<file path="src/mcsr_consts.vh">
`ifndef MCSR_CONSTS_VH
`define MCSR_CONSTS_VH
// register word index, byte address = 4 * index
`define MCSR_IDX_W 7
`define MCSR_IDX_IND 7'h00
`define MCSR_IDX_BANK 7'h01
`define MCSR_IDX_PC 7'h02
`define MCSR_IDX_STAT 7'h03
`define MCSR_IDX_PTR 7'h04
`define MCSR_IDX_P5 7'h05
`define MCSR_IDX_P6 7'h06
`define MCSR_IDX_P7 7'h07
`define MCSR_IDX_P8 7'h08
`define MCSR_IDX_TMR 7'h05
`define MCSR_IDX_WAKE 7'h0e
`define MCSR_IDX_IRQF 7'h0f
`define MCSR_IDX_RAM_LO 7'h10
`define MCSR_IDX_CORE_MODE_WORD 7'h40
// general register storage: 16 common plus 2 banks of 32
`define MCSR_RAM_WORDS 80
`define MCSR_RAM_COMMON 7'h10
// bank holding the timer count at index 5
`define MCSR_TMR_BANK 2'h3
// field positions
`define MCSR_CORE_MODE_WORD_EDGE 7
`define MCSR_CORE_MODE_WORD_GIE 6
`define MCSR_CORE_MODE_WORD_TSRC 5
`define MCSR_CORE_MODE_WORD_TEDGE 4
`define MCSR_CORE_MODE_WORD_PRE_ON 3
`define MCSR_ST_T 4
`define MCSR_ST_P 3
`define MCSR_ST_Z 2
`define MCSR_ST_DC 1
`define MCSR_ST_C 0
`define MCSR_P8_FILT 5
`define MCSR_P8_DATA 1
`define MCSR_WK_EX1 7
`define MCSR_WK_P6_ON 4
`define MCSR_WK_CMP_ON 2
`define MCSR_WK_CMP 0
`define MCSR_IF_EX0 2
`define MCSR_IF_P6 1
`define MCSR_IF_TMR 0
// readable bit masks
`define MCSR_P7_MASK 8'h8f
`define MCSR_P8_MASK 8'h22
`define MCSR_PTR_MASK 8'h3f
`define MCSR_BANK_MASK 8'h03
// reset values
`define MCSR_CORE_MODE_WORD_RST 8'h00
`define MCSR_PORT_RST 8'h00
`define MCSR_PC_RST 11'h000
`define MCSR_STAT_RST 5'h18
// core operation codes
`define MCSR_OP_NEXT 4'h0
`define MCSR_OP_JMP 4'h1
`define MCSR_OP_CALL 4'h2
`define MCSR_OP_FAR_JUMP 4'h3
`define MCSR_OP_FAR_SUBROUTINE 4'h4
`define MCSR_OP_RET 4'h5
`define MCSR_OP_IRQ_EXIT_OP 4'h6
`define MCSR_OP_ADDPC 4'h7
`define MCSR_OP_IRQ 4'h8
`define MCSR_OP_ENI 4'h9
`define MCSR_OP_IRQ_DISABLE_OP 4'ha
`define MCSR_OP_SLEEP 4'hb
`define MCSR_OP_WATCHDOG_CLEAR_OP 4'hc
`endif

</file>
<file path="src/mcsr_timer.v">
`timescale 1ns/1ps
`default_nettype none
module mcsr_timer (
  // clock and reset
  input wire hclk,
  input wire hresetn,
  // sources
  input wire inst_tick,
  input wire timer_pin,
  // control
  input wire timer_clock_source,
  input wire timer_edge_select,
  input wire timer_prescale_on,
  input wire [2:0] timer_prescale_ratio,
  input wire load,
  input wire [7:0] load_val,
  // state
  output reg [7:0] count_q,
  output reg overflow_q
);
  reg pin_q;
  reg [7:0] pre_q;
  wire rise = timer_pin & ~pin_q;
  wire fall = ~timer_pin & pin_q;
  wire src_ev = timer_clock_source ? (timer_edge_select ? fall : rise) : inst_tick;
  wire [8:0] lim = (9'h002 << timer_prescale_ratio) - 9'h001;
  wire pre_hit = ({1'b0, pre_q} == lim);
  wire tick = src_ev & (~timer_prescale_on | pre_hit);

  always @(posedge hclk or negedge hresetn) begin
    if (!hresetn) begin
      pin_q <= 1'b0;
      pre_q <= 8'h00;
      count_q <= 8'h00;
      overflow_q <= 1'b0;
    end else begin
      pin_q <= timer_pin;
      overflow_q <= 1'b0;
      if (load) begin
        pre_q <= 8'h00;
        count_q <= load_val;
      end else begin
        if (src_ev & timer_prescale_on) begin
          pre_q <= pre_hit ? 8'h00 : pre_q + 8'h01;
        end
        if (tick) begin
          count_q <= count_q + 8'h01;
          overflow_q <= (count_q == 8'hff);
        end
      end
    end
  end
endmodule
`default_nettype wire

</file>
<file path="src/mcsr_top.v">
// The register addresses and the AHB-Lite register port were chosen for this implementation.
`timescale 1ns/1ps
`default_nettype none
`include "mcsr_consts.vh"
module mcsr_top #(
  parameter SPW = 3,
  parameter [10:0] IRQ_VECTOR = 11'h008
) (
  // ahb-lite slave
  input wire hclk,
  input wire hresetn,
  input wire hsel,
  input wire [31:0] haddr,
  input wire [1:0] htrans,
  input wire hwrite,
  input wire [2:0] hsize,
  input wire [31:0] hwdata,
  input wire hready,
  output reg [31:0] hrdata,
  output wire hreadyout,
  output wire hresp,
  // core operation port
  input wire op_valid,
  input wire [3:0] op_code,
  input wire [10:0] op_target,
  input wire [7:0] op_acc,
  output wire op_ready,
  output wire [10:0] program_counter,
  // alu flag update
  input wire alu_flag_we,
  input wire [7:0] alu_result,
  input wire alu_half_carry,
  input wire alu_carry,
  // watchdog and oscillator
  input wire wdt_timeout,
  input wire low_freq_crystal_mode,
  // pins
  input wire ext_irq_pin_a,
  input wire ext_irq_pin_b,
  input wire timer_pin,
  input wire comparator_out,
  input wire [7:0] port5_in,
  input wire [7:0] port6_in,
  input wire [7:0] port7_in,
  input wire [7:0] port8_in,
  output wire [7:0] port5_out,
  output wire [7:0] port6_out,
  output wire [7:0] port7_out,
  output wire [7:0] port8_out,
  // events to the core
  output wire irq_request,
  output reg wake_request
);
  localparam DEPTH = 1 << SPW;
  // bus data-phase tracking
  reg act_q, wr_q, rdy_q;
  reg [6:0] idx_q;
  // registers
  reg [7:0] core_mode_word_q, p5_q, p6_q, p7_q, p8_q;
  reg [1:0] bank_q;
  reg [10:0] pc_q;
  reg [SPW-1:0] sp_q;
  reg [4:0] stat_q;
  reg [5:0] ptr_q;
  reg gie_q, filt_en_q, p6_wake_on_q, cmp_wake_on_q;
  reg ex0_q, ex1_q, p6f_q, tmrf_q, cmpf_q, phase_q, far_q;
  // edge and change tracking
  reg pa_q, pb_q, cmp_q;
  reg [7:0] p6s_q, p6filt_q, p6prev_q, rd_d;
  reg [10:0] stk [0:DEPTH-1];
  reg [7:0] ram [0:`MCSR_RAM_WORDS-1];
  reg [6:0] ram_idx;
  wire [7:0] tmr_cnt;
  wire tmr_ovf;
  assign hresp = 1'b0;
  assign hreadyout = ~(act_q & ~wr_q & ~rdy_q);
  wire take = hsel & htrans[1] & hready;
  wire wr_go = act_q & wr_q;
  wire [7:0] wd = hwdata[7:0];
  // indirect port resolves to the pointed register
  wire [6:0] ea = (idx_q == `MCSR_IDX_IND) ? {1'b0, ptr_q} : idx_q;
  wire ctl_rng = (ea >= `MCSR_IDX_P5) && (ea < `MCSR_IDX_RAM_LO);
  wire bank0 = (bank_q == 2'h0);
  wire tmr_sel = (bank_q == `MCSR_TMR_BANK) && (ea == `MCSR_IDX_TMR);
  wire ram_sel = (ea >= `MCSR_IDX_RAM_LO) && (ea < `MCSR_IDX_CORE_MODE_WORD);
  wire ctl_ok = ~ctl_rng | bank0;
  function wr_at;
    input [6:0] a;
    begin
      wr_at = wr_go && (ea == a) && ctl_ok;
    end
  endfunction
  always @* begin
    ram_idx = {3'b000, ea[3:0]};
    if (ea[5]) begin
      ram_idx = {1'b0, bank_q[0], ea[4:0]} + `MCSR_RAM_COMMON;
    end
  end
  // instruction cycle timing
  wire op_fire = op_valid & op_ready;
  wire is_far = (op_code == `MCSR_OP_FAR_JUMP) || (op_code == `MCSR_OP_FAR_SUBROUTINE);
  assign op_ready = phase_q & ~far_q;
  assign program_counter = pc_q;
  wire filt_on = filt_en_q & ~low_freq_crystal_mode;
  wire [7:0] p6_eff = filt_on ? p6filt_q : port6_in;
  wire p6_chg = (p6_eff != p6prev_q);
  wire cmp_chg = (comparator_out != cmp_q);
  wire pol = core_mode_word_q[`MCSR_CORE_MODE_WORD_EDGE];
  wire ev_a = pol ? (pa_q & ~ext_irq_pin_a) : (~pa_q & ext_irq_pin_a);
  wire ev_b = pol ? (pb_q & ~ext_irq_pin_b) : (~pb_q & ext_irq_pin_b);
  wire set_p6 = p6_chg & p6_wake_on_q;
  wire set_cmp = cmp_chg & cmp_wake_on_q;
  assign port5_out = p5_q;
  assign port6_out = p6_q;
  assign port7_out = p7_q & `MCSR_P7_MASK;
  assign port8_out = p8_q & `MCSR_P8_MASK;
  assign irq_request = gie_q & (ex0_q | ex1_q | p6f_q | tmrf_q | cmpf_q);
  mcsr_timer u_timer (
    .hclk(hclk),
    .hresetn(hresetn),
    .inst_tick(phase_q),
    .timer_pin(timer_pin),
    .timer_clock_source(core_mode_word_q[`MCSR_CORE_MODE_WORD_TSRC]),
    .timer_edge_select(core_mode_word_q[`MCSR_CORE_MODE_WORD_TEDGE]),
    .timer_prescale_on(core_mode_word_q[`MCSR_CORE_MODE_WORD_PRE_ON]),
    .timer_prescale_ratio(core_mode_word_q[2:0]),
    .load(wr_go && tmr_sel),
    .load_val(wd),
    .count_q(tmr_cnt),
    .overflow_q(tmr_ovf)
  );
  // bus phases, reads take one wait state
  always @(posedge hclk or negedge hresetn) begin
    if (!hresetn) begin
      act_q <= 1'b0;
      wr_q <= 1'b0;
      rdy_q <= 1'b0;
      idx_q <= 7'h00;
      hrdata <= 32'h00000000;
    end else begin
      if (act_q & ~wr_q & ~rdy_q) begin
        rdy_q <= 1'b1;
        hrdata <= {24'h000000, rd_d};
      end else begin
        rdy_q <= 1'b0;
        act_q <= take;
        wr_q <= hwrite;
        if (take) begin
          idx_q <= haddr[8:2];
        end
      end
    end
  end
  always @* begin
    rd_d = 8'h00;
    if (tmr_sel) begin
      rd_d = tmr_cnt;
    end else if (ram_sel) begin
      rd_d = ram[ram_idx];
    end else if (ctl_ok) begin
      case (ea)
        `MCSR_IDX_CORE_MODE_WORD: rd_d = {core_mode_word_q[7], gie_q, core_mode_word_q[5:0]};
        `MCSR_IDX_BANK: rd_d = {6'h00, bank_q};
        `MCSR_IDX_PC: rd_d = pc_q[7:0];
        `MCSR_IDX_STAT: rd_d = {3'b000, stat_q};
        `MCSR_IDX_PTR: rd_d = {2'b00, ptr_q};
        `MCSR_IDX_P5: rd_d = port5_in;
        `MCSR_IDX_P6: rd_d = p6_eff;
        `MCSR_IDX_P7: rd_d = port7_in & `MCSR_P7_MASK;
        `MCSR_IDX_P8: rd_d = {2'b00, filt_en_q, 3'b000, port8_in[1], 1'b0};
        `MCSR_IDX_WAKE: rd_d = {ex1_q, 2'b00, p6_wake_on_q, 1'b0, cmp_wake_on_q, 1'b0, cmpf_q};
        `MCSR_IDX_IRQF: rd_d = {5'h00, ex0_q, p6f_q, tmrf_q};
        default: rd_d = 8'h00;
      endcase
    end
  end
  always @(posedge hclk) begin
    if (wr_go && ram_sel) begin
      ram[ram_idx] <= wd;
    end
  end
  // control and data registers
  always @(posedge hclk or negedge hresetn) begin
    if (!hresetn) begin
      core_mode_word_q <= `MCSR_CORE_MODE_WORD_RST;
      bank_q <= 2'h0;
      ptr_q <= 6'h00;
      p5_q <= `MCSR_PORT_RST;
      p6_q <= `MCSR_PORT_RST;
      p7_q <= `MCSR_PORT_RST;
      p8_q <= `MCSR_PORT_RST;
      filt_en_q <= 1'b0;
      p6_wake_on_q <= 1'b0;
      cmp_wake_on_q <= 1'b0;
    end else begin
      if (wr_at(`MCSR_IDX_CORE_MODE_WORD)) begin
        core_mode_word_q <= wd;
      end
      if (wr_at(`MCSR_IDX_BANK)) begin
        bank_q <= wd[1:0];
      end
      if (wr_at(`MCSR_IDX_PTR)) begin
        ptr_q <= wd[5:0];
      end
      if (wr_at(`MCSR_IDX_P5) && !tmr_sel) begin
        p5_q <= wd;
      end
      if (wr_at(`MCSR_IDX_P6)) begin
        p6_q <= wd;
      end
      if (wr_at(`MCSR_IDX_P7)) begin
        p7_q <= wd & `MCSR_P7_MASK;
      end
      if (wr_at(`MCSR_IDX_P8)) begin
        p8_q <= wd & `MCSR_P8_MASK;
        filt_en_q <= wd[`MCSR_P8_FILT];
      end
      if (wr_at(`MCSR_IDX_WAKE)) begin
        p6_wake_on_q <= wd[`MCSR_WK_P6_ON];
        cmp_wake_on_q <= wd[`MCSR_WK_CMP_ON];
      end
    end
  end
  // hardware-set flags, software may only clear; set wins
  always @(posedge hclk or negedge hresetn) begin
    if (!hresetn) begin
      ex0_q <= 1'b0;
      ex1_q <= 1'b0;
      p6f_q <= 1'b0;
      tmrf_q <= 1'b0;
      cmpf_q <= 1'b0;
      wake_request <= 1'b0;
    end else begin
      ex0_q <= ev_a | (ex0_q & ~(wr_at(`MCSR_IDX_IRQF) & ~wd[`MCSR_IF_EX0]));
      p6f_q <= set_p6 | (p6f_q & ~(wr_at(`MCSR_IDX_IRQF) & ~wd[`MCSR_IF_P6]));
      tmrf_q <= tmr_ovf | (tmrf_q & ~(wr_at(`MCSR_IDX_IRQF) & ~wd[`MCSR_IF_TMR]));
      ex1_q <= ev_b | (ex1_q & ~(wr_at(`MCSR_IDX_WAKE) & ~wd[`MCSR_WK_EX1]));
      cmpf_q <= set_cmp | (cmpf_q & ~(wr_at(`MCSR_IDX_WAKE) & ~wd[`MCSR_WK_CMP]));
      wake_request <= set_p6 | set_cmp;
    end
  end
  // pin sampling, glitch filter needs two equal samples
  always @(posedge hclk or negedge hresetn) begin
    if (!hresetn) begin
      pa_q <= 1'b0;
      pb_q <= 1'b0;
      cmp_q <= 1'b0;
      p6s_q <= 8'h00;
      p6filt_q <= 8'h00;
      p6prev_q <= 8'h00;
    end else begin
      pa_q <= ext_irq_pin_a;
      pb_q <= ext_irq_pin_b;
      cmp_q <= comparator_out;
      p6s_q <= port6_in;
      if (p6s_q == port6_in) begin
        p6filt_q <= port6_in;
      end
      p6prev_q <= p6_eff;
    end
  end
  // status: T and P read-only, Z/DC/C from alu or software
  always @(posedge hclk or negedge hresetn) begin
    if (!hresetn) begin
      stat_q <= `MCSR_STAT_RST;
    end else begin
      if (alu_flag_we) begin
        stat_q[`MCSR_ST_Z] <= (alu_result == 8'h00);
        stat_q[`MCSR_ST_DC] <= alu_half_carry;
        stat_q[`MCSR_ST_C] <= alu_carry;
      end else if (wr_at(`MCSR_IDX_STAT)) begin
        stat_q[2:0] <= wd[2:0];
      end
      if (wdt_timeout) begin
        stat_q[`MCSR_ST_T] <= 1'b0;
      end else if (op_fire && op_code == `MCSR_OP_SLEEP) begin
        stat_q[`MCSR_ST_T] <= 1'b1;
        stat_q[`MCSR_ST_P] <= 1'b0;
      end else if (op_fire && op_code == `MCSR_OP_WATCHDOG_CLEAR_OP) begin
        stat_q[`MCSR_ST_T] <= 1'b1;
        stat_q[`MCSR_ST_P] <= 1'b1;
      end
    end
  end
  // global enable and instruction cycle phase
  always @(posedge hclk or negedge hresetn) begin
    if (!hresetn) begin
      gie_q <= 1'b0;
      phase_q <= 1'b0;
      far_q <= 1'b0;
    end else begin
      phase_q <= ~phase_q;
      if (op_fire) begin
        far_q <= is_far;
      end else if (phase_q) begin
        far_q <= 1'b0;
      end
      if (op_fire) begin
        case (op_code)
          `MCSR_OP_ENI: gie_q <= 1'b1;
          `MCSR_OP_IRQ_EXIT_OP: gie_q <= 1'b1;
          `MCSR_OP_IRQ_DISABLE_OP: gie_q <= 1'b0;
          `MCSR_OP_IRQ: gie_q <= 1'b0;
          default: gie_q <= gie_q;
        endcase
      end
    end
  end
  // program counter and stack
  wire [10:0] pc_inc = pc_q + 11'h001;
  wire [SPW-1:0] sp_dn = sp_q - {{(SPW-1){1'b0}}, 1'b1};
  wire push = op_fire && ((op_code == `MCSR_OP_CALL) || (op_code == `MCSR_OP_FAR_SUBROUTINE) ||
              (op_code == `MCSR_OP_IRQ));
  wire [10:0] push_val = (op_code == `MCSR_OP_IRQ) ? pc_q : pc_inc;
  always @(posedge hclk) begin
    if (push) begin
      stk[sp_q] <= push_val;
    end
  end
  always @(posedge hclk or negedge hresetn) begin
    if (!hresetn) begin
      pc_q <= `MCSR_PC_RST;
      sp_q <= {SPW{1'b0}};
    end else if (op_fire) begin
      case (op_code)
        `MCSR_OP_JMP: pc_q <= {pc_q[10], op_target[9:0]};
        `MCSR_OP_CALL: begin
          pc_q <= {pc_q[10], op_target[9:0]};
          sp_q <= sp_q + {{(SPW-1){1'b0}}, 1'b1};
        end
        `MCSR_OP_FAR_JUMP: pc_q <= op_target;
        `MCSR_OP_FAR_SUBROUTINE: begin
          pc_q <= op_target;
          sp_q <= sp_q + {{(SPW-1){1'b0}}, 1'b1};
        end
        `MCSR_OP_IRQ: begin
          pc_q <= IRQ_VECTOR;
          sp_q <= sp_q + {{(SPW-1){1'b0}}, 1'b1};
        end
        `MCSR_OP_RET, `MCSR_OP_IRQ_EXIT_OP: begin
          pc_q <= stk[sp_dn];
          sp_q <= sp_dn;
        end
        `MCSR_OP_ADDPC: pc_q <= pc_q + {3'b000, op_acc};
        default: pc_q <= pc_inc;
      endcase
    end else if (wr_at(`MCSR_IDX_PC)) begin
      pc_q <= {pc_q[10:8], wd};
    end
  end
endmodule
`default_nettype wire

</file>
<file path="config.mk">
export PLATFORM = sky130hd
export DESIGN_NAME = mcsr_top
export DESIGN_NICKNAME = d
export VERILOG_FILES = /design/src/mcsr_timer.v /design/src/mcsr_top.v
export VERILOG_INCLUDE_DIRS = /design/src
export SDC_FILE = /design/constraint.sdc
export NUM_CORES = 1
export LEC_CHECK = 0
export ABC_AREA = 1
export BUFFER_PORTS_ARGS = -buffer_cell sky130_fd_sc_hd__buf_4
export CAP_MARGIN = 20
export CORE_AREA = 2 2 310 312
export CTS_CLUSTER_DIAMETER = 60
export DETAILED_ROUTE_END_ITERATION = 16
export DIE_AREA = 0 0 312 314
export PLACE_DENSITY = 0.57
export SLEW_MARGIN = 20
export SYNTH_ARGS = -nofsm -noshare
export SYNTH_HDL_FRONTEND = slang
export SYNTH_HIERARCHICAL = 1
export SYNTH_SLANG_ARGS = --single-unit
export TNS_END_PERCENT = 100
</file>
<file path="constraint.sdc">
create_clock -name hclk -period 4.98 [get_ports hclk]
set_input_delay 0 -clock hclk [delete_from_list [all_inputs] [get_ports hclk]]
set_output_delay 0 -clock hclk [all_outputs]
set_load 0.05 [all_outputs]
</file>
==> results.tsv <==
stage	metric	value	unit
worst_setup_path	path_class	reg -> reg	
drt	dr.pass1.iters	5	
grt	grt_pass1_vias	25900	
clock_tree	cts_buffers	95	
sta	min_period_over_period	86.2	%
floorplan	fp.dieH	314	µm
clock_tree	path_clk_slew	60	ps
drt	route.detailed.drc	0	
sta	tightest_slew	1060	ps
synth	yosys-top-cells-area	edfxtp_1 58%, nand2_1 14%, dfrtp_1 8.6%, nand3_1 3.3%, nor2_1 2.7%	
grt	grtUsageTotal	21.7	%
synth	avgSynthCellArea	10.3	µm²
worst_setup_path	r2r-start	idx_q[1]$_DFFE_PN0P_	
synth	yosys.area.top_type	edfxtp_1	
sta	skew	38.8	ps
clock_tree	clock_sinks	859	
sta	setup_ws	689	ps
worst_setup_path	critPathLaunchType	flip-flop	
sta	setup_violations	0	
synth	ys_top_cells_by_count	1,386 x nand2_1, 728 x edfxtp_1, 269 x nor2_1	
power_and_ir_drop	p_total	0.0191	W
synth	ys_warn_count	6	
finish	area_growth	16.6	%
drt	dr_total_vias	26800	
drt	viasPerCell	5.12	
outcome	violations	negative hold slack	
placement	gp_congestion	0.906	
grt	grt_antenna_before_repair	0	
worst_setup_path	critPathRequiredTime	5550	ps
synth	async_flop_share	15.3	%
worst_setup_path	crit_path_start	idx_q[1]$_DFFE_PN0P_	
outcome	status	complete, but fails checks	
worst_setup_path	cp-end-kind	flip-flop	
floorplan	start_util	39.8	%
grt	grt_max_degree	97	
synth	yosysTopAreaCellShare	58.1	%
clock_tree	holdBufCountCts	85	
sta	fmax	233	MHz
worst_setup_path	timing.rr.end	program_counter[4]$_DFFE_PN0P_	
synth	syn_inst	3660	
sta	hold_slack	-16.0	ps
drt	wl_per_cell	20.5	µm
synth	synth.most_common_cell	nand2_1	
worst_setup_path	critPathMaxFanout	54	
placement	hpwl	66.4	mm
finish	drive_gt1_share	10.2	%
job	maxCapViolCount	0	
clock_tree	cts_tree	done	
clock_tree	post_cts_buffers	0	
sta	fin_setup_tns	0	ps
sta	rsz0062_at_grt	false	
drt	wl	107	mm
placement	preCtsSetupSlack	1050	ps
placement	post-place-cells	4971	
finish	diodes	0	
floorplan	dieArea	98000	µm²
placement	port_buffers	129	
hold_path	hp-class	in -> async	
floorplan	core.rowCount	113	
synth	synthFlopType	edfxtp_1	
worst_setup_path	worstPathArrival	4860	ps
power_and_ir_drop	power.density	435	nW/µm²
floorplan	core-area	94400	µm²
drt	antenna_left	0	
grt	grt_pass1_wl	162	mm
power_and_ir_drop	p_leak	17.5	nW
clock_tree	clock_latency	680	ps
synth	ys_ff_latch	859	
power_and_ir_drop	vdd_drop_max	0.294	mV
clock_tree	cts_max_path_buffers	3	
synth	yosysUniqueCellTypes	59	
synth	synth.cell_area	37600	µm²
clock_tree	htree_levels	3	
worst_setup_path	regToRegSetupSlack	690	ps
finish	fin_cells	5229	
sta	slew_headroom	29.2	%
worst_setup_path	reg2regPathDepth	13	
sta	hold_viol_final	7	
finish	n_fill_cell	8674	
sta	finalMaxSlewViolations	0	
finish	nets	4052	
grt	grt.overflow.total	0	
synth	yosysSeqAreaShare	66.8	%
floorplan	die_x	312	µm
drt	drtIter0Drc	2574	
synth	synth_edf_count	728	
floorplan	io_pins	227	
clock_tree	cts_resized	0	
sta	period_minus_slack	4290	ps
clock_tree	cts-root-buf	clkbuf_16	
## flip-flops by register name (all words and copies together), names as in the netlist, 2 cells and up
signal and count:
program_counter 11, p6filt_q 8, ptr_q 6, core_mode_word_q 7
stat_q 5, p6prev_q 8, u_timer/count_q 8, stk 88
u_timer/pre_q 8, ram 640, p7_q 5, hrdata 8
port6_out 8, p6s_q 8, idx_q 7, bank_q 2
sp_q 3, port5_out 8
## cells by family after synthesis
group	synth area share, %
buf+inv	4.51
fa+ha+maj	0.552
xor+xnor	0.931
mux	0.0299
simple gates	22.5
flops	66.8
other cells	0.00997
compound gates	4.66
## layer usage
layer / routed length, µm / track usage [%]
met1: 47300 / 30.2
met2: 49600 / 34.9
met3: 7510 / 3.67
met4: 3030 / 7.15
met5: 0 / 0
## placed cells by master (no fill, tap or decap), types with 8 or more instances in the layout
master,synthesis,final
edfxtp_1,728,728
clkbuf_16,0,99
dfrtp_1,129,129
xor2_1,30,30
nand3_1,247,247
clkinv_1,4,25
nand2_1,1386,1385
clkinv_2,0,16
dlygate4sd3_1,0,85
nor3_1,26,25
nand2_2,11,10
buf_4,45,200
inv_2,15,15
o21ai_1,19,20
nand4_1,76,76
o22ai_1,30,30
inv_1,166,166
o211ai_1,8,8
ha_1,15,15
clkbuf_1,54,14
xnor2_1,10,10
conb_1,1,34
nor2_1,269,267
o21ai_0,139,138
a21oi_1,83,83
## worst max-delay path, cell delays in order, from the launching register on
cell,delay [ps]
dfrtp_1,370
inv_1,150
nand2_1,70
nor2_1,160
nand3_1,140
nand2_4,530
buf_4,700
nand2_2,280
nor3_2,390
nand2_1,170
nand2_1,350
o221ai_1,190
dlygate4sd3_1,580
o21ai_0,70
## worst max path at each step
stage | end | slack, ps | depth (start not counted)
after floorplan | stk[1][0]$_DFFE_PP_ | 2030 | 8
after global placement | u_timer/count_q[7]$_DFFE_PN0P_ | 1060 | 18
after detailed placement | u_timer/count_q[7]$_DFFE_PN0P_ | 1050 | 18
after CTS | program_counter[4]$_DFFE_PN0P_ | 720 | 13
after global routing | program_counter[4]$_DFFE_PN0P_ | 350 | 13
final | program_counter[4]$_DFFE_PN0P_ | 690 | 13
## stage by stage
step           util, %  cell area, µm²
4_1_cts           46.5           43900
3_5_place_dp      42.3           40000
5_1_grt           46.5           43900
3_3_place_gp      42.3           40000
6_report          46.5           43900
2_1_floorplan        -           37800
## final cells by class
cell class	instances	area [µm²]	area share (%)
multi-input combinational	2457	11000	25.0
inverter	185	694	1.58
clock buffer	119	2600	5.92
tap	1265	1580	3.61
clock inverter	53	434	0.989
sequential	859	25100	57.3
timing repair buffer	291	2460	5.61
## where the power goes
group          internal (W)  total (W)  switching [W]
clock               0.00392    0.00682        0.00290
combinational       0.00112    0.00410        0.00298
sequential          0.00801    0.00816       0.000153
total                0.0130     0.0191        0.00603
No activity file was read; power rests on OpenSTA's default activity.
